## src/rtl/bdp_pkg.sv

```systemverilog
// Package for the four-port bidirectional digital I/O block.
// Assumes a single 125 MHz clock and a plain strobe register port.
package bdp_pkg;
	localparam int PORT_W = 8;
	localparam int NUM_PORTS = 4;
	localparam int ADDR_W = 8;
	localparam int DATA_W = 32;
	localparam int FIFO_W = 8;
	localparam int FIFO_DEPTH = 8;
	// Register map in byte addresses, one 32-bit word every 4 bytes; per-port registers step by PORT_STRIDE.
	localparam logic [7:0] REG_DIR = 8'h00;
	localparam logic [7:0] REG_LEVEL = 8'h04;
	localparam logic [7:0] REG_STATUS = 8'h08;
	localparam logic [7:0] REG_STREAM = 8'h0c;
	localparam logic [7:0] REG_FIFO_STAT = 8'h10;
	localparam logic [7:0] REG_PORT_BASE = 8'h40;
	localparam logic [7:0] PORT_STRIDE = 8'h20;
	localparam logic [7:0] OFS_DATA = 8'h00;
	localparam logic [7:0] OFS_RISE_MASK = 8'h04;
	localparam logic [7:0] OFS_FALL_MASK = 8'h08;
	localparam logic [7:0] OFS_MATCH_REF = 8'h0c;
	localparam logic [7:0] OFS_MATCH_EN = 8'h10;
	localparam logic [7:0] OFS_RISE_STAT = 8'h14;
	localparam logic [7:0] OFS_FALL_STAT = 8'h18;
	// Reset values: all ports input, 3.3 V level.
	localparam logic [3:0] DIR_RESET = 4'h0;
	localparam logic LEVEL_RESET = 1'b0;
	localparam logic [7:0] BYTE_ZERO = 8'h00;
	// Streaming pace: a 10 kHz period at 125 MHz.
	localparam int CLK_MHZ = 125;
	localparam int STREAM_PERIOD_US = 100;
	localparam int STREAM_CYCLES = STREAM_PERIOD_US * CLK_MHZ;
	localparam int PACE_W = 16;
	// Rising and falling edge status of one port, carried together.
	typedef struct packed {
		logic [PORT_W-1:0] rise;
		logic [PORT_W-1:0] fall;
	} bdp_edge_t;
endpackage

```

## src/rtl/bdp_fifo.sv

```systemverilog
// Parameterised FIFO with valid/ready on both sides.
// Assumes one clock and a synchronous active-low reset.
`timescale 1ns/1ps
module bdp_fifo #(
	parameter int WIDTH = 8,
	parameter int DEPTH = 8
) (
	input wire logic sys_clk,
	input wire logic nrst,
	input wire logic in_valid,
	output logic in_ready,
	input wire logic [WIDTH-1:0] in_data,
	output logic out_valid,
	input wire logic out_ready,
	output logic [WIDTH-1:0] out_data,
	output logic [$clog2(DEPTH):0] level
);
	localparam int AW = $clog2(DEPTH);
	// Storage array; the block keeps a handful of words, so flops are fine.
	logic [WIDTH-1:0] mem_reg [DEPTH];
	logic [AW-1:0] wr_reg;
	logic [AW-1:0] rd_reg;
	logic [AW:0] cnt_reg;
	logic push;
	logic pop;

	assign in_ready = (cnt_reg != DEPTH[AW:0]);
	assign out_valid = (cnt_reg != '0);
	assign push = in_valid && in_ready;
	assign pop = out_valid && out_ready;
	assign out_data = mem_reg[rd_reg];
	assign level = cnt_reg;

	// Pointers and fill count move together so full and empty stay honest.
	always_ff @(posedge sys_clk) begin
		if (!nrst) begin
			wr_reg <= '0;
			rd_reg <= '0;
			cnt_reg <= '0;
		end else begin
			if (push) begin
				wr_reg <= (wr_reg == AW'(DEPTH - 1)) ? '0 : wr_reg + 1'b1;
			end
			if (pop) begin
				rd_reg <= (rd_reg == AW'(DEPTH - 1)) ? '0 : rd_reg + 1'b1;
			end
			cnt_reg <= cnt_reg + {{AW{1'b0}}, push} - {{AW{1'b0}}, pop};
		end
	end

	// Data array is written without reset; only written words are ever read.
	always_ff @(posedge sys_clk) begin
		if (push) begin
			mem_reg[wr_reg] <= in_data;
		end
	end
endmodule // bdp_fifo

```

## src/rtl/bdp_port.sv

```systemverilog
// Four 8-bit bidirectional digital ports with edge and pattern interrupts.
// Assumes pins are synchronous to sys_clk and a level shifter outside obeys level_5v.
`timescale 1ns/1ps
module bdp_port
	import bdp_pkg::*;
#(
	parameter bit HAS_MATCH = 1'b1,
	parameter bit ISOLATED = 1'b0,
	parameter int STREAM_CYC = bdp_pkg::STREAM_CYCLES
) (
	input wire logic sys_clk,
	input wire logic nrst,
	input wire logic [bdp_pkg::ADDR_W-1:0] reg_addr,
	input wire logic [bdp_pkg::DATA_W-1:0] reg_wdata,
	input wire logic reg_wr,
	input wire logic reg_rd,
	output logic [bdp_pkg::DATA_W-1:0] reg_rdata,
	input wire logic [bdp_pkg::PORT_W-1:0] port_a_in,
	output logic [bdp_pkg::PORT_W-1:0] port_a_out,
	output logic port_a_oe,
	input wire logic [bdp_pkg::PORT_W-1:0] port_b_in,
	output logic [bdp_pkg::PORT_W-1:0] port_b_out,
	output logic port_b_oe,
	input wire logic [bdp_pkg::PORT_W-1:0] port_c_in,
	output logic [bdp_pkg::PORT_W-1:0] port_c_out,
	output logic port_c_oe,
	input wire logic [bdp_pkg::PORT_W-1:0] port_d_in,
	output logic [bdp_pkg::PORT_W-1:0] port_d_out,
	output logic port_d_oe,
	output logic level_5v,
	output logic irq
);
	import bdp_pkg::*;

	// Streaming phases: idle, or moving one sample per pace tick.
	// Only one port streams at a time, so one state serves all four ports.
	typedef enum logic [1:0] {ST_IDLE, ST_IN, ST_OUT} bdp_stream_t;

	// Register copies of the per-port software settings.
	logic [NUM_PORTS-1:0] dir_reg; // One bit per port; 1 means output.
	logic level_reg; // 1 selects 5 V signalling.
	logic [PORT_W-1:0] out_reg [NUM_PORTS]; // Values driven when output.
	logic [PORT_W-1:0] rmask_reg [NUM_PORTS]; // Rising-edge masks.
	logic [PORT_W-1:0] fmask_reg [NUM_PORTS]; // Falling-edge masks.
	logic [PORT_W-1:0] mref_reg [NUM_PORTS]; // Match reference patterns.
	logic [NUM_PORTS-1:0] men_reg; // Match enables.
	bdp_edge_t estat_reg [NUM_PORTS]; // Latched edge status.
	logic [NUM_PORTS-1:0] mstat_reg; // Latched match flags.
	// Per-port event and clear terms, worked out afresh every cycle.
	logic [PORT_W-1:0] rise_ev [NUM_PORTS]; // Masked rising edges seen now.
	logic [PORT_W-1:0] fall_ev [NUM_PORTS]; // Masked falling edges seen now.
	logic [NUM_PORTS-1:0] mat_ev; // Pattern matches seen now.
	logic [PORT_W-1:0] rise_clr [NUM_PORTS]; // Rising status bits software clears.
	logic [PORT_W-1:0] fall_clr [NUM_PORTS]; // Falling status bits software clears.
	logic [NUM_PORTS-1:0] mat_clr; // Match flags software clears.
	logic [PORT_W-1:0] prev_reg [NUM_PORTS]; // Previous samples.
	logic [PORT_W-1:0] pin_in [NUM_PORTS]; // Pin values gathered.
	logic [NUM_PORTS-1:0] dir_eff; // Direction after variant forcing.
	logic [DATA_W-1:0] rdata_next;
	// Streaming state. The build sets the pace through STREAM_CYC, and the
	// FIFO absorbs the jitter of a host that polls or feeds it late. A host
	// slower than the pace loses input samples rather than stalling the pins.
	bdp_stream_t st_reg;
	logic [1:0] sport_reg; // Port streamed.
	logic [PACE_W-1:0] pace_reg;
	logic pace_tick;
	logic fin_valid;
	logic fin_ready;
	logic [FIFO_W-1:0] fin_data;
	logic fout_valid;
	logic fout_ready;
	logic [FIFO_W-1:0] fout_data;
	logic [$clog2(FIFO_DEPTH):0] flevel;
	logic stream_wr;
	logic stream_rd;

	// Register map, byte addresses on the plain strobe port:
	//   0x00 direction, one bit per port, a set bit drives the port.
	//   0x04 signalling level, bit 0 set selects 5 V for all pins.
	//   0x08 pattern-match flags, one per port, write one to clear.
	//   0x0c stream: while idle a write with bit 0 set starts on the port
	//        in bits 2:1; streaming out, a write queues a word; streaming
	//        in, a read returns {valid, head} and pops the head.
	//   0x10 stream status {room, state, level}; any write stops streaming.
	// Per-port window from 0x40, one 0x20 step per port:
	//   +0x00 data, +0x04 rising mask, +0x08 falling mask,
	//   +0x0c match reference, +0x10 match enable,
	//   +0x14 rising status and +0x18 falling status, both write one to clear.
	// Unmapped reads answer zero and unmapped writes are dropped.

	// Port index of an address in the per-port window, and its offset.
	// Addresses above the fourth port alias back onto the window; the
	// decode stays small and software never uses that range.
	function automatic logic [1:0] port_idx(input logic [ADDR_W-1:0] a);
		logic [ADDR_W-1:0] d;
		d = a - REG_PORT_BASE;
		return d[6:5];
	endfunction
	function automatic logic [ADDR_W-1:0] port_ofs(input logic [ADDR_W-1:0] a);
		logic [ADDR_W-1:0] d;
		d = a - REG_PORT_BASE;
		return {3'h0, d[4:0]};
	endfunction
	function automatic logic in_window(input logic [ADDR_W-1:0] a);
		return a >= REG_PORT_BASE;
	endfunction

	// Pins are taken as synchronous to sys_clk; field signals that are not
	// need a synchroniser outside this block, or edges may be double counted.
	assign pin_in[0] = port_a_in;
	assign pin_in[1] = port_b_in;
	assign pin_in[2] = port_c_in;
	assign pin_in[3] = port_d_in;

	// Isolated build pins a to input and b to output.
	// The direction register still stores what software wrote for a and b.
	always_comb begin
		dir_eff = dir_reg;
		if (ISOLATED) begin
			dir_eff[0] = 1'b0;
			dir_eff[1] = 1'b1;
		end
	end

	// Drivers are released for every input port.
	assign port_a_out = out_reg[0];
	assign port_b_out = out_reg[1];
	assign port_c_out = out_reg[2];
	assign port_d_out = out_reg[3];
	assign port_a_oe = dir_eff[0];
	assign port_b_oe = dir_eff[1];
	assign port_c_oe = dir_eff[2];
	assign port_d_oe = dir_eff[3];
	// One level select serves all four ports alike.
	assign level_5v = level_reg;

	assign stream_wr = reg_wr && reg_addr == REG_STREAM;
	assign stream_rd = reg_rd && reg_addr == REG_STREAM;

	// Global control: direction word and shared voltage level.
	always_ff @(posedge sys_clk) begin
		if (!nrst) begin
			dir_reg <= DIR_RESET;
			level_reg <= LEVEL_RESET;
		end else if (reg_wr && reg_addr == REG_DIR) begin
			dir_reg <= reg_wdata[NUM_PORTS-1:0];
		end else if (reg_wr && reg_addr == REG_LEVEL) begin
			level_reg <= reg_wdata[0];
		end
	end

	// Per-port settings; output data also loads from the stream FIFO.
	// Output data may be written while a port is input, so the first value
	// driven after a direction change is already the intended one.
	always_ff @(posedge sys_clk) begin
		if (!nrst) begin
			for (int i = 0; i < NUM_PORTS; i++) begin
				out_reg[i] <= BYTE_ZERO;
				rmask_reg[i] <= BYTE_ZERO;
				fmask_reg[i] <= BYTE_ZERO;
				mref_reg[i] <= BYTE_ZERO;
			end
			men_reg <= '0;
		end else begin
			if (reg_wr && in_window(reg_addr)) begin
				unique case (port_ofs(reg_addr))
					OFS_DATA: out_reg[port_idx(reg_addr)] <= reg_wdata[PORT_W-1:0];
					OFS_RISE_MASK: rmask_reg[port_idx(reg_addr)] <= reg_wdata[PORT_W-1:0];
					OFS_FALL_MASK: fmask_reg[port_idx(reg_addr)] <= reg_wdata[PORT_W-1:0];
					OFS_MATCH_REF: mref_reg[port_idx(reg_addr)] <= reg_wdata[PORT_W-1:0];
					OFS_MATCH_EN: men_reg[port_idx(reg_addr)] <= reg_wdata[0] & HAS_MATCH;
					default: begin
						// Status offsets are cleared in their own process.
					end
				endcase
			end
			// A streamed word lands on the output port at a pace tick when the FIFO holds one.
			if (st_reg == ST_OUT && pace_tick && fout_valid) begin
				out_reg[sport_reg] <= fout_data;
			end
		end
	end

	// Sample history for edge detection, one clock behind the pins.
	// Reset loads the live pins, so a high pin shows no false edge after it.
	always_ff @(posedge sys_clk) begin
		if (!nrst) begin
			for (int i = 0; i < NUM_PORTS; i++) begin
				prev_reg[i] <= pin_in[i];
			end
		end else begin
			for (int i = 0; i < NUM_PORTS; i++) begin
				prev_reg[i] <= pin_in[i];
			end
		end
	end

	// Event and clear terms per port. Output ports raise nothing new, but
	// software may still clear whatever they latched while they were inputs.
	always_comb begin
		for (int i = 0; i < NUM_PORTS; i++) begin
			rise_ev[i] = pin_in[i] & ~prev_reg[i] & rmask_reg[i];
			fall_ev[i] = ~pin_in[i] & prev_reg[i] & fmask_reg[i];
			mat_ev[i] = HAS_MATCH && men_reg[i] && pin_in[i] == mref_reg[i];
			rise_clr[i] = BYTE_ZERO;
			fall_clr[i] = BYTE_ZERO;
			mat_clr[i] = reg_wr && reg_addr == REG_STATUS && reg_wdata[i];
			// Write-one-to-clear on the per-port status words.
			if (reg_wr && in_window(reg_addr) && port_idx(reg_addr) == i[1:0]) begin
				if (port_ofs(reg_addr) == OFS_RISE_STAT) begin
					rise_clr[i] = reg_wdata[PORT_W-1:0];
				end
				if (port_ofs(reg_addr) == OFS_FALL_STAT) begin
					fall_clr[i] = reg_wdata[PORT_W-1:0];
				end
			end
			if (dir_eff[i]) begin
				// Output ports raise nothing new.
				rise_ev[i] = BYTE_ZERO;
				fall_ev[i] = BYTE_ZERO;
				mat_ev[i] = 1'b0;
			end
		end
	end

	// Sticky event status. The set term is ORed after the clear, so an event
	// that meets a software clear in the same cycle is never lost.
	always_ff @(posedge sys_clk) begin
		if (!nrst) begin
			for (int i = 0; i < NUM_PORTS; i++) begin
				estat_reg[i] <= '0;
			end
			mstat_reg <= '0;
		end else begin
			for (int i = 0; i < NUM_PORTS; i++) begin
				estat_reg[i].rise <= (estat_reg[i].rise & ~rise_clr[i]) | rise_ev[i];
				estat_reg[i].fall <= (estat_reg[i].fall & ~fall_clr[i]) | fall_ev[i];
				mstat_reg[i] <= (mstat_reg[i] & ~mat_clr[i]) | mat_ev[i];
			end
		end
	end

	// Interrupt stays up while any status of an input port is set.
	// It is a plain OR of flops, so it cannot glitch on its own.
	always_comb begin
		irq = 1'b0;
		for (int i = 0; i < NUM_PORTS; i++) begin
			if (!dir_eff[i] && (|estat_reg[i].rise || |estat_reg[i].fall || mstat_reg[i])) begin
				irq = 1'b1;
			end
		end
	end

	// Pace timer: one tick per 10 kHz period while streaming.
	// It restarts from zero on every start, so the first tick comes one period late.
	always_ff @(posedge sys_clk) begin
		if (!nrst || st_reg == ST_IDLE || pace_reg == PACE_W'(STREAM_CYC - 1)) begin
			pace_reg <= '0;
		end else begin
			pace_reg <= pace_reg + 1'b1;
		end
	end
	assign pace_tick = (pace_reg == PACE_W'(STREAM_CYC - 1));

	// Stream control: bit 0 start, bits 2:1 port; direction picks the way.
	always_ff @(posedge sys_clk) begin
		if (!nrst) begin
			st_reg <= ST_IDLE;
			sport_reg <= 2'h0;
		end else if (reg_wr && reg_addr == REG_FIFO_STAT) begin
			st_reg <= ST_IDLE;
		end else if (stream_wr && st_reg == ST_IDLE && reg_wdata[0]) begin
			sport_reg <= reg_wdata[2:1];
			st_reg <= dir_eff[reg_wdata[2:1]] ? ST_OUT : ST_IN;
		end
	end

	// One FIFO serves both ways: input samples fill it on ticks and software
	// drains it; in output mode software fills it and ticks drain it. A full
	// FIFO drops the input sample, since pins cannot be held back.
	// While idle the FIFO drains one word per cycle, so a new stream started eight or more
	// cycles after the stop has no words left over from the last one; unread samples are lost.
	always_comb begin
		fin_valid = 1'b0;
		fin_data = BYTE_ZERO;
		fout_ready = 1'b0;
		unique case (st_reg)
			ST_IN: begin
				fin_valid = pace_tick;
				fin_data = pin_in[sport_reg];
				fout_ready = stream_rd;
			end
			ST_OUT: begin
				fin_valid = stream_wr;
				fin_data = reg_wdata[PORT_W-1:0];
				fout_ready = pace_tick;
			end
			ST_IDLE: begin
				fout_ready = 1'b1;
			end
		endcase
	end

	// Eight words cover almost a millisecond of host latency at full pace.
	// Its level is exported so software can see how close it is to overrun.
	bdp_fifo #(
		.WIDTH(FIFO_W),
		.DEPTH(FIFO_DEPTH)
	) u_fifo (
		.sys_clk(sys_clk),
		.nrst(nrst),
		.in_valid(fin_valid),
		.in_ready(fin_ready),
		.in_data(fin_data),
		.out_valid(fout_valid),
		.out_ready(fout_ready),
		.out_data(fout_data),
		.level(flevel)
	);

	// Read mux; unmapped addresses answer zero.
	// The stream word shows the stale head even when valid is low, so
	// software must test the valid bit before it trusts the data byte.
	always_comb begin
		rdata_next = '0;
		if (reg_addr == REG_DIR) begin
			rdata_next[NUM_PORTS-1:0] = dir_eff;
		end else if (reg_addr == REG_LEVEL) begin
			rdata_next[0] = level_reg;
		end else if (reg_addr == REG_STATUS) begin
			rdata_next[NUM_PORTS-1:0] = mstat_reg;
		end else if (reg_addr == REG_STREAM) begin
			rdata_next = {23'h0, fout_valid, fout_data};
		end else if (reg_addr == REG_FIFO_STAT) begin
			rdata_next = {24'h0, fin_ready, st_reg, 1'b0, flevel};
		end else if (in_window(reg_addr)) begin
			unique case (port_ofs(reg_addr))
				OFS_DATA: rdata_next[PORT_W-1:0] = dir_eff[port_idx(reg_addr)] ?
					out_reg[port_idx(reg_addr)] : pin_in[port_idx(reg_addr)];
				OFS_RISE_MASK: rdata_next[PORT_W-1:0] = rmask_reg[port_idx(reg_addr)];
				OFS_FALL_MASK: rdata_next[PORT_W-1:0] = fmask_reg[port_idx(reg_addr)];
				OFS_MATCH_REF: rdata_next[PORT_W-1:0] = mref_reg[port_idx(reg_addr)];
				OFS_MATCH_EN: rdata_next[0] = men_reg[port_idx(reg_addr)];
				OFS_RISE_STAT: rdata_next[PORT_W-1:0] = estat_reg[port_idx(reg_addr)].rise;
				OFS_FALL_STAT: rdata_next[PORT_W-1:0] = estat_reg[port_idx(reg_addr)].fall;
				default: rdata_next = '0;
			endcase
		end
	end

	// Read data stands only in the cycle after the strobe.
	always_ff @(posedge sys_clk) begin
		if (!nrst || !reg_rd) begin
			reg_rdata <= '0;
		end else begin
			reg_rdata <= rdata_next;
		end
	end
endmodule // bdp_port

```

## config.mk

```make
export PLATFORM = sky130hd
export DESIGN_NAME = bdp_port
export DESIGN_NICKNAME = d
export VERILOG_FILES = /design/src/rtl/bdp_pkg.sv /design/src/rtl/bdp_fifo.sv /design/src/rtl/bdp_port.sv
export SDC_FILE = /design/constraint.sdc
export NUM_CORES = 1
export LEC_CHECK = 0
export ABC_AREA = 1
export BUFFER_PORTS_ARGS = -buffer_cell sky130_fd_sc_hd__buf_4
export CORE_MARGIN = 2
export CORE_UTILIZATION = 40
export DETAILED_ROUTE_END_ITERATION = 8
export RECOVER_POWER = 100
export SETUP_SLACK_MARGIN = 0.05
export SLEW_MARGIN = 25
export SYNTH_ARGS = -nofsm -noshare
export SYNTH_HDL_FRONTEND = slang
export SYNTH_SLANG_ARGS = --single-unit
```

## constraint.sdc

```tcl
create_clock -name sys_clk -period 3 [get_ports sys_clk]
set_input_delay 0.3 -clock sys_clk [delete_from_list [all_inputs] [get_ports sys_clk]]
set_output_delay 0.3 -clock sys_clk [all_outputs]
set_load 0.05 [all_outputs]
```

Word level (Yosys, flattened, before mapping) --
Memories as Yosys holds them, arrays and structs flattened. A register that Yosys moved wholly into a read port is not among the register bits. Index checks and enable logic that the tools add are counted.
Operators by class: add/sub/neg operators 6, $lt $le $gt $ge 6, eq/ne operators 23, multiplexer cells 109, bitwise logic cells 77, reduce and logical (&&, ||, !) cells 71
Operators by type and width (count):
- 8-bit two-way mux | 42
- 8-bit AND | 24
- 8-bit inverter | 16
- 8-bit OR reduction | 13
- 8-bit OR | 8
- 7-bit case mux with 6 select lines | 1
- 1-bit two-way mux | 41
- 8-bit binary-select mux with 2-bit select | 2
- 8-bit == test | 4
- 1-bit logical AND | 30
- 16-bit by 1-bit adder with 16-bit output, second input constant | 1
- 16-bit by 14-bit == test with 1-bit output, second input constant | 1
- 8-bit by 4-bit == test with 1-bit output, second input constant | 2
- 1-bit OR | 16
- 8-bit case mux with 2 select lines | 1
- 5-bit == test, second input constant | 3
- 3-bit two-way mux | 5
- 2-bit two-way mux | 6
- 1-bit logical OR | 11
- 5-bit by 4-bit == test with 1-bit output, second input constant | 2
- 9-bit two-way mux | 1
- 8-bit by 3-bit == test with 1-bit output, second input constant | 1
- 8-bit by 5-bit == test with 1-bit output, second input constant | 1
- 8-bit by 7-bit greater-or-equal comparator with 1-bit output, second input constant | 1
- other kinds (31) | 59
Storage, ports and cells: flip-flop bits (word level) 75, bits in writable memories 288, bits of input ports 76, output and inout bits 70, logic and storage cells 312, memories 7
Memories:
- estat_reg | depth 4, width 16, read ports 5, clocked after Yosys merged registers in 0, wr ports 4, RTL line bdp_port.sv:47 | bdp_edge_t estat_reg [NUM_PORTS];
- u_fifo.mem_reg | depth 8, width 8, read ports 1, clocked after Yosys merged registers in 1, wr ports 1, RTL line bdp_fifo.sv:20 | logic [WIDTH-1:0] mem_reg [DEPTH];
- fmask_reg | depth 4, width 8, read ports 5, clocked after Yosys merged registers in 0, wr ports 4, RTL line bdp_port.sv:44 | logic [PORT_W-1:0] fmask_reg [NUM_PORTS];
- mref_reg | depth 4, width 8, read ports 5, clocked after Yosys merged registers in 0, wr ports 4, RTL line bdp_port.sv:45 | logic [PORT_W-1:0] mref_reg [NUM_PORTS];
- out_reg | depth 4, width 8, read ports 5, clocked after Yosys merged registers in 0, wr ports 4, RTL line bdp_port.sv:42 | logic [PORT_W-1:0] out_reg [NUM_PORTS];
- prev_reg | depth 4, width 8, read ports 4, clocked after Yosys merged registers in 0, wr ports 4, RTL line bdp_port.sv:56 | logic [PORT_W-1:0] prev_reg [NUM_PORTS];
- +1 memories

Longest topological paths before layout --
Gate-level depths: netlist of the first run.
depth in word-level cells 13, mapped depth 15, gate-level depth less buffers 14

Cells and area by module --
Synthesis of the first run repeated with hierarchy kept, for this count alone.
Unflattened totals: cells, all modules 2047, area, all modules 16987.5 µm²
By module, submodules not included:
- bdp_port | times used 1, cells an instance 1676, area an instance 13430.4 µm², sequential area each 6606.3 µm²
- bdp_fifo | times used 1, cells an instance 371, area an instance 3557.2 µm², sequential area each 2182.1 µm²

Least setup slack after synthesis of the first run --
OpenSTA, ideal clock, no wires.
kind input-to-reg, start point input port reg_addr[6] (netlist name), end point register u_fifo.cnt_reg[2] (netlist: u_fifo.level[2]), setup time 128 ps, arrival 2199 ps, data required time 2872 ps, slack 674 ps, stages on the path 14, buffers on the path 1, cell sequence buf_2 -> nor2_4 -> nand2_1 -> nor2_1 -> nand2_1 -> nand3_1 -> nand3_1 -> inv_2 -> ha_1 -> inv_1 -> ha_1 -> fa_1 -> xnor2_1 -> nor2_1
Between the ends: cells in the longest elaborated chain, start to end 6, elaborated cells on any way between the ends 9, those cells by class add/sub: 2; eq/ne: 1; mux: 2; reduce/logical: 4
RTL lines:
- from (decl) | RTL line bdp_port.sv:13 | input wire logic [bdp_pkg::ADDR_W-1:0] reg_addr,
- 8-bit by 4-bit == test with 1-bit output * | RTL line bdp_port.sv:137, bdp_port.sv:138
- 1-bit logical AND | RTL line bdp_port.sv:137 | assign stream_wr = reg_wr && reg_addr == REG_STREAM;
- 1-bit case mux with 2 select lines | RTL line bdp_port.sv:287 | unique case (st_reg)
- 1-bit logical AND | RTL line bdp_fifo.sv:29 | assign push = in_valid && in_ready;
- 4-bit by 1-bit adder with 4-bit output | RTL line bdp_fifo.sv:47 | cnt_reg <= cnt_reg + {{AW{1'b0}}, push} - {{AW{1'b0}}, pop};
- 4-bit by 1-bit subtractor with 4-bit output * | RTL line bdp_fifo.sv:47
- to (signal assigned) | RTL line bdp_fifo.sv:47
- to (decl) | RTL line bdp_fifo.sv:23 | logic [AW:0] cnt_reg;
Every way passes the cells marked *; elsewhere a longest branch is shown, timed or not. A chain may end at the register's enable or synchronous reset.

Worst setup path after layout of the first run --
start point input port reg_addr[5] (netlist name), end point register reg_rdata[2] (netlist name)
Between the ends: cells in the longest elaborated chain, start to end 13, elaborated cells on any way between the ends 26, those cells by class add/sub: 1; order compare: 1; eq/ne: 4; mux: 13; bitwise: 1; reduce/logical: 1; memory: 5
RTL lines:
- 7-bit subtractor | RTL line bdp_port.sv:96 | d = a - REG_PORT_BASE;
- 2-bit inverter with 3-bit output (not written as such) | RTL line bdp_port.sv:339 | out_reg[port_idx(reg_addr)] : pin_in[port_idx(reg_addr)];
- 8-bit binary-select mux with 2-bit select | RTL line bdp_port.sv:339
- 8-bit two-way mux (not written as such) (2 in a row) | RTL line bdp_port.sv:339
- 8-bit two-way mux | RTL line bdp_port.sv:338 | OFS_DATA: rdata_next[PORT_W-1:0] = dir_eff[port_idx(reg_addr)] ?
- 7-bit case mux with 6 select lines | RTL line bdp_port.sv:337 | unique case (port_ofs(reg_addr))
- 8-bit two-way mux | RTL line bdp_port.sv:336 | end else if (in_window(reg_addr)) begin
- 8-bit two-way mux | RTL line bdp_port.sv:334 | end else if (reg_addr == REG_FIFO_STAT) begin
- 9-bit two-way mux | RTL line bdp_port.sv:332 | end else if (reg_addr == REG_STREAM) begin
- 4-bit two-way mux | RTL line bdp_port.sv:330 | end else if (reg_addr == REG_STATUS) begin
- 3-bit two-way mux | RTL line bdp_port.sv:328 | end else if (reg_addr == REG_LEVEL) begin
- 4-bit two-way mux * | RTL line bdp_port.sv:326 | if (reg_addr == REG_DIR) begin
- to (signal assigned) | RTL line bdp_port.sv:356 | reg_rdata <= rdata_next;
- to (decl) | RTL line bdp_port.sv:17 | output logic [bdp_pkg::DATA_W-1:0] reg_rdata,
Every way passes the cells marked *; elsewhere a longest branch is shown, timed or not. The select of a mux whose other input is x is not followed.

==> impl_metrics.json, run 1 <==
{
  "globalRoute.totalOverflow": 0,
  "drive_gt1_frac": 0.0777,
  "port_buffers": 98,
  "synth-simple-area-share": 0.253,
  "cts_root_buf": "clkbuf_16",
  "route.detailed.drc": 0,
  "clk_latency_ps": 550,
  "syn_avg_cell_area_sq_um": 8.38,
  "dieHeight_um": 207,
  "synth_compound_area_frac": 0.125,
  "p_leak_uw": 0.00735,
  "initial_core_util": 0.405,
  "numCtsBuffers": 40,
  "clk_pin_slew_ps": 60,
  "whs_ps": 119,
  "setup.worst_path.start_class": "input pin",
  "rsz0062_at_grt": "no",
  "synth.most_common_cell": "nand2_1",
  "htree_levels": 2,
  "vias": 15600,
  "antenna_found_initial": 0,
  "routed_wl_um": 66000,
  "dr.max_layer_used": "met4",
  "cts_sinks": 343,
  "io_pins": 146,
  "crit_top_cell": "nor2_1",
  "synth_edf_count": 192,
  "num_rows": 74,
  "async_flop_share": 0,
  "wl_per_cell_um": 24.4,
  "worst_slew_pin_slew_ps": 1130,
  "grt_pass1_vias": 14800,
  "netlist_instances": 1976,
  "hpwl_um": 49400,
  "setup_tns_ps": 0,
  "dr_wl_met2_um": 28500,
  "grt_max_degree": 81,
  "yosysSeqAreaShare": 0.531,
  "slowest_stage": "clkbuf_1",
  "synth_xor_area_frac": 0.00952,
  "ys_warn_count": 0,
  "muxShareOfSynthArea": 0.00181,
  "synthToLayoutAreaGrowth_pct": 16.7,
  "synth_top_area_cell": "edfxtp_1",
  "ys_top_cells_by_count": "411 x nand2_1, 271 x nor2_1, 192 x edfxtp_1",
  "min_path_type": "in -> reg",
  "gp_congestion": 1.04,
  "vdd_drop_max_v": 0.000338,
  "wl_met3_um": 7480,
  "path_cells": "buf_4 -> inv_1 -> clkbuf_1 -> nor2_1 -> clkbuf_1 -> nand2_1 -> nand2_1 -> nor2_1 -> nor2_1 -> nor2_1 -> nand3_1 -> nand2_1 -> nand4_1 -> nor2_1 -> nor2_1",
  "synth_fa_ha_area_frac": 0.0118,
  "post_cts_buffers": 0,
  "grt_usage": 0.299,
  "status": "completed",
  "num_antenna_cells": 0,
  "powerDensity_nw_per_um2": 618,
  "via_per_inst": 5.76,
  "critPathKind": "in -> reg",
  "finalCritPeriodShare": 0.969,
  "core_sq_um": 40800,
  "critical_path_arrival_ps": 3360,
  "final.setup.worst_slack_ps": 91.8,
  "synth_top_family_by_area": "simple AND/OR/NAND/NOR gates",
  "cp.required_ps": 3450,
  "setup_viol_count_final": 0,
  "fill_cells": 4040,
  "initialDrtViolationCount": 1962,
  "skew_ps": 23.9,
  "synthFlopType": "edfxtp_1",
  "path_max_fanout": 15,
  "grt_pass1_wl_um": 95700,
  "max_stage_delay_ps": 820,
  "dp_slack_ps": 326,
  "syn_area_sq_um": 16600,
  "drv_cap": 0,
  "synth_area_leaders": "edfxtp_1 35%, dfxtp_1 18%, nand2_1 9.3%",
  "die_w_um": 207,
  "period_minus_slack_ps": 2910,
  "slew_headroom": 0.244,
  "crit_path_end_kind": "flop",
  "antenna_left": 0,
  "max_freq_mhz": 344,
  "synth.distinct_cells": 55,
  "dr.pass1.iters": 6,
  "total_power_uw": 11900,
  "nNetsFinal": 2236,
  "hold_violations": 0,
  "cts_buffer_depth": 3,
  "cts_tree": "built",
  "synth_top_area_frac": 0.348,
  "met1_length_um": 26400,
  "drv_slew": 0,
  "ys_ff_latch": 343,
  "die_area_sq_um": 43000
}
critical path, delay by kind of cell:
family / cells / cell delay, ps
AND/OR/NAND/NOR: 11 / 1450
buffers and inverters: 4 / 1570
cells in the final DEF, fill, tap and decap left out, drive strengths merged, types with 9 or more instances in the layout:
| cell type | count |
|---|---|
| edfxtp | 192 |
| clkbuf | 168 |
| o22ai | 38 |
| o221ai | 9 |
| conb | 23 |
| inv | 139 |
| xor2 | 13 |
| nor3 | 36 |
| nor4 | 24 |
| or2 | 11 |
| buf | 73 |
| nand3 | 138 |
| clkinv | 24 |
| dfxtp | 151 |
| a22oi | 15 |
| nand4 | 54 |
| dlygate4sd3 | 32 |
| o21ai | 170 |
| ha | 14 |
| nor2 | 279 |
| a21oi | 109 |
| nand2 | 417 |
per-layer routing:
layer	GRT usage	vias up
met3	0.0646	201
met4	0.139	0
met5	0	-
met1	0.402	7403
met2	0.461	914
li1	-	7092
metrics by stage:
stage / std cells / util / instance area, sq um
finish: 2708 / 0.473 / 19300
detailed placement: 2603 / 0.446 / 18200
global placement: 2603 / 0.446 / 18200
global route: 2708 / 0.473 / 19300
CTS: 2708 / 0.484 / 19800
floorplan: 1998 / - / 16600
path summary, 6_finish.rpt:
check        slack, ps         from  depth (start not counted)       endpoint
max                 90  reg_addr[5]                         15   reg_rdata[2]
min reg2reg        450  pace_reg[0]                          1    pace_reg[0]
min                120         nrst                          3     dir_eff[1]
max reg2reg        260  pace_reg[0]                          8  out_reg[2][1]
kinds of logic after synthesis:
kind of cell,after synthesis
and+or+nand+nor,963
AOI/OAI and AO/OA,372
DFF,343
buffers and inverters,261
xor gates and xnor gates,18
adders and majority gates,15
muxes,3
other,1
final cells by class:
| class | count | area [sq um] | area share |
|---|---|---|---|
| clock inverters | 20 | 161 | 0.00836 |
| flip-flops and latches | 343 | 8790 | 0.455 |
| multi-input cells | 1394 | 6710 | 0.347 |
| well taps | 532 | 666 | 0.0345 |
| repair buffers | 220 | 1380 | 0.0712 |
| clock buffers | 53 | 1060 | 0.0551 |
| inverters | 146 | 548 | 0.0284 |
power by group:
part	total, uW	switching (uW)	internal [uW]	leakage, uW
sequential	5350	183	5170	0.00294
clock	4630	1960	2680	0.000601
combinational	1960	1430	527	0.00380
what timing repair did:
action                     CTS  global route
hold endpoints to repair    32             0
resized for setup            0             0
setup endpoints to repair    0             0
hold buffers                32             0
Note: power is estimated with default switching activity, not from simulation.
==> run 2: changes to the inputs <==
--- a/config.mk
+++ b/config.mk
@@ -8,8 +8,9 @@
 export ABC_AREA = 1
 export BUFFER_PORTS_ARGS = -buffer_cell sky130_fd_sc_hd__buf_4
 export CORE_MARGIN = 2
-export CORE_UTILIZATION = 40
+export CORE_UTILIZATION = 50
 export DETAILED_ROUTE_END_ITERATION = 8
+export PLACE_DENSITY = 0.69
 export RECOVER_POWER = 100
 export SETUP_SLACK_MARGIN = 0.05
 export SLEW_MARGIN = 25
==> impl_metrics.json, run 2 (same netlist as run 1, synthesis figures left out) <==
{
  "status": "finished with violations",
  "violations": "max-capacitance violations, max-slew violations",
  "p_leak_uw": 0.00728,
  "setup_viol_count_final": 0,
  "num_rows": 66,
  "grt_pass1_vias": 14400,
  "cts_tree": "built",
  "max_freq_mhz": 335,
  "path_max_fanout": 53,
  "cts_sinks": 343,
  "gp_congestion": 1.05,
  "crit_path_end_kind": "flop",
  "drv_slew": 81,
  "clk_latency_ps": 540,
  "die_area_sq_um": 34600,
  "path_delay_family": "buffers and inverters",
  "period_minus_slack_ps": 2980,
  "cts_root_buf": "clkbuf_16",
  "path_cells": "clkbuf_1 -> buf_12 -> inv_1 -> nor2_1 -> clkbuf_2 -> nand2_1 -> clkbuf_2 -> o21ai_0 -> clkbuf_1",
  "routed_wl_um": 63500,
  "via_per_inst": 6.10,
  "vdd_drop_max_v": 0.000358,
  "core_sq_um": 32500,
  "slowest_stage": "clkbuf_2",
  "numCtsBuffers": 39,
  "antenna_found_initial": 1,
  "die_w_um": 186,
  "synthToLayoutAreaGrowth_pct": 15.3,
  "fill_cells": 3009,
  "finalCritPeriodShare": 0.995,
  "io_pins": 146,
  "antenna_left": 0,
  "initialDrtViolationCount": 2360,
  "dr.pass1.iters": 6,
  "route.detailed.drc": 0,
  "dp_slack_ps": 379,
  "critPathKind": "in -> reg",
  "rsz0062_at_grt": "no",
  "hpwl_um": 46300,
  "max_stage_delay_ps": 530,
  "skew_ps": 16.9,
  "grt_max_degree": 81,
  "utilization": 0.587,
  "final_cell_mix": "412 x nand2_1, 271 x nor2_1, 192 x edfxtp_1, 162 x o21ai_0, 151 x dfxtp_1",
  "min_path_type": "in -> reg",
  "final.setup.worst_slack_ps": 15.0,
  "cts_buffer_depth": 3,
  "grt_usage": 0.368,
  "port_buffers": 98,
  "wl_per_cell_um": 24.4,
  "powerDensity_nw_per_um2": 622,
  "hold_violations": 0,
  "grt_pass1_wl_um": 91700,
  "htree_levels": 2,
  "vias": 15900,
  "final_common_cell": "nand2_1",
  "critical_path_arrival_ps": 3170,
  "dieHeight_um": 186,
  "clk_pin_slew_ps": 50,
  "setup.worst_path.start_class": "input pin",
  "globalRoute.totalOverflow": 0,
  "slew_headroom": -0.235,
  "cp.required_ps": 3180,
  "drv_cap": 1,
  "setup_tns_ps": 0,
  "worst_slew_pin_slew_ps": 1850,
  "path_buf_inv": 6,
  "nNetsFinal": 2220,
  "drive_gt1_frac": 0.0746,
  "initial_core_util": 0.509
}
==> run 2: cell count changes in the layout (fill, tap and decap cells not counted), sizes merged <==
cell / delta
buf: -7
clkbuf: -6
clkinv: -5
clkinvlp: -1
diode: +1
inv: +1
==> run 2: report_power, final <==
part	switching, uW	internal [uW]
clock network	1900	2670
registers	183	5170
logic	1430	529
==> run 2: metal layers <==
metal  track usage  up-vias  share of wire
met1         0.502     7431           0.39
met2         0.522     1172           0.41
met3         0.128      220           0.15
met4         0.177        0          0.057
li1              -     7051              -
met5             0        -              0
==> run 2: final timing paths <==
path / cells after the start / slack [ps] / startpoint / end
worst max register to register: 7 / 220 / sport_reg[0] / u_fifo.mem_reg[1][7]
worst min-delay path: 3 / 120 / reg_rd / reg_rdata[8]
worst max-delay path: 9 / 20 / reg_addr[5] / rmask_reg[3][7]
worst min register to register: 1 / 450 / pace_reg[0] / pace_reg[0]
==> run 2: area by class of cell <==
type	count	area (sq um)	area share
multi-input cells	1394	6730	0.352
clock inverters	15	130	0.00682
clock buffers	55	1080	0.0564
inverters	146	548	0.0287
repair buffers	205	1270	0.0663
well taps	442	553	0.0290
flip-flops and latches	343	8790	0.460
diodes	1	2.50	0.000131
==> run 2: timing repair <==
item,in CTS,in global routing
endpoints found under the hold margin,32,0
endpoints found under the setup margin,0,1
hold buffers,32,0
buffers inserted,0,0
gates resized for setup,0,1
==> run 2: metrics by stage <==
| step | hold WS, ps | cell area [sq um] | std cells | power [uW] |
|---|---|---|---|---|
| detailed placement | 441 | 18000 | 2498 | 7350 |
| global route | 110 | 19100 | 2600 | 12300 |
| CTS | 90.8 | 19500 | 2600 | 11900 |
| floorplan | 328 | 16600 | 1998 | 6580 |
| global placement | 430 | 18000 | 2498 | 7310 |
| finish | 119 | 19100 | 2601 | 11900 |
==> run 2: worst register-to-register path, stage by stage (launching register included) <==
cell      delay, ps
dfxtp_1         370
inv_1            70
nor2_1          280
clkbuf_1        610
a22oi_1         220
o221ai_1        220
nand2_1         180
a21oi_1         550
==> run 3: changes to the inputs <==
--- a/config.mk
+++ b/config.mk
@@ -10,7 +10,7 @@
 export CORE_MARGIN = 2
 export CORE_UTILIZATION = 50
 export DETAILED_ROUTE_END_ITERATION = 8
-export PLACE_DENSITY = 0.69
+export PLACE_DENSITY = 0.73
 export RECOVER_POWER = 100
 export SETUP_SLACK_MARGIN = 0.05
 export SLEW_MARGIN = 25
==> impl_metrics.json, run 3 (same netlist as run 1, synthesis figures left out) <==
{
  "hold_violations": 0,
  "grt_pass1_vias": 14500,
  "slew_headroom": 0.193,
  "numCtsBuffers": 38,
  "skew_ps": 23.7,
  "vias": 15800,
  "p_leak_uw": 0.00724,
  "min_path_type": "in -> reg",
  "routed_wl_um": 62700,
  "rsz0062_at_grt": "no",
  "antenna_left": 0,
  "total_power_uw": 11600,
  "cts_resized": 0,
  "setup_tns_ps": 0,
  "grt_max_degree": 78,
  "path_max_fanout": 30,
  "finalCritPeriodShare": 0.977,
  "vdd_drop_max_v": 0.000336,
  "core_sq_um": 32500,
  "dpl_cell_area_sq_um": 18000,
  "dr.pass1.iters": 7,
  "powerDensity_nw_per_um2": 613,
  "nNetsFinal": 2218,
  "via_per_inst": 6.07,
  "final_common_cell": "nand2_1",
  "globalRoute.totalOverflow": 0,
  "critical_path_arrival_ps": 3140,
  "drive_gt1_frac": 0.0673,
  "setup.worst_path.start_class": "input pin",
  "clk_latency_ps": 530,
  "route.detailed.drc": 0,
  "post_cts_buffers": 0,
  "crit_path_end_kind": "flop",
  "cts_hold_buf": 32,
  "die_area_sq_um": 34600,
  "cts_sinks": 343,
  "status": "completed",
  "initial_core_util": 0.509,
  "grt_pass1_wl_um": 90300,
  "period_minus_slack_ps": 2930,
  "synthToLayoutAreaGrowth_pct": 14.7,
  "cts_tree": "built",
  "final_cell_mix": "411 x nand2_1, 272 x nor2_1, 192 x edfxtp_1, 164 x o21ai_0, 151 x dfxtp_1",
  "worst_slew_pin_slew_ps": 1210,
  "cts_buffer_depth": 3,
  "port_buffers": 98,
  "cp.required_ps": 3210,
  "die_w_um": 186,
  "antenna_found_initial": 3,
  "whs_ps": 118,
  "num_rows": 66,
  "io_pins": 146,
  "grt_usage": 0.363,
  "wl_per_cell_um": 24.1,
  "critPathKind": "in -> reg",
  "dieHeight_um": 186,
  "r2r_slack_ps": 200,
  "final_cell_area_sq_um": 19000,
  "clk_pin_slew_ps": 60,
  "cts_root_buf": "clkbuf_16",
  "htree_levels": 2,
  "drv_slew": 0,
  "drv_cap": 0,
  "initialDrtViolationCount": 2464,
  "gp_congestion": 1.09,
  "hpwl_um": 46100,
  "setup_viol_count_final": 0,
  "max_freq_mhz": 341
}
==> run 3: changes by cell type in the layout (fill, tap and decap cells not counted), moves of 2 or more <==
cell / previous run / this run
buf_4: 63 / 59
clkbuf_8: 4 / 2
clkinv_1: 14 / 23
clkinv_4: 2 / 0
inv_2: 12 / 8
o21ai_0: 162 / 164
o21ai_1: 8 / 6
==> run 3: worst paths after layout <==
| kind | endpoint | depth (start not counted) | startpoint |
|---|---|---|---|
| max | rmask_reg[3][4] | 9 | reg_addr[5] |
| min | reg_rdata[8] | 3 | reg_rd |
| max reg2reg | reg_rdata[4] | 10 | dir_eff[2] |
| min reg2reg | pace_reg[0] | 1 | pace_reg[0] |
==> run 3: stage by stage <==
stage / cells / worst slack, ps / util
5_1_grt: 2597 / 52.4 / 0.583
3_3_place_gp: 2497 / 308 / 0.552
6_report: 2598 / 69.0 / 0.584
2_1_floorplan: 1998 / 674 / -
4_1_cts: 2597 / 302 / 0.597
3_5_place_dp: 2497 / 265 / 0.552
==> run 3: critical path: stages <==
cell and delay, ps:
clkbuf_1 260, buf_4 420, inv_1 330, nor2_1 260
clkbuf_1 430, nand2_1 170, buf_4 250, o21ai_0 390
buf_4 300
==> run 3: area by class of cell <==
type / instances / area [sq um]
tap: 442 / 553
clock inverter: 18 / 106
clock buffer: 50 / 1040
timing repair buffer: 204 / 1230
fill: 3048 / 13600
multi-input combinational: 1394 / 6720
inverter: 146 / 548
antenna: 1 / 2.50
sequential: 343 / 8790
==> run 3: metal layers <==
layer	part of all wire	GRT usage	vias to the layer above
met3	0.15	0.122	196
li1	-	-	7073
met2	0.41	0.522	1169
met5	0.00021	0	-
met4	0.054	0.174	2
met1	0.38	0.490	7333
==> run 3: power breakdown <==
group          switching, uW  internal [uW]  total, uW
logic                   1400            524       1920
clock network           1840           2510       4350
registers                196           5170       5370
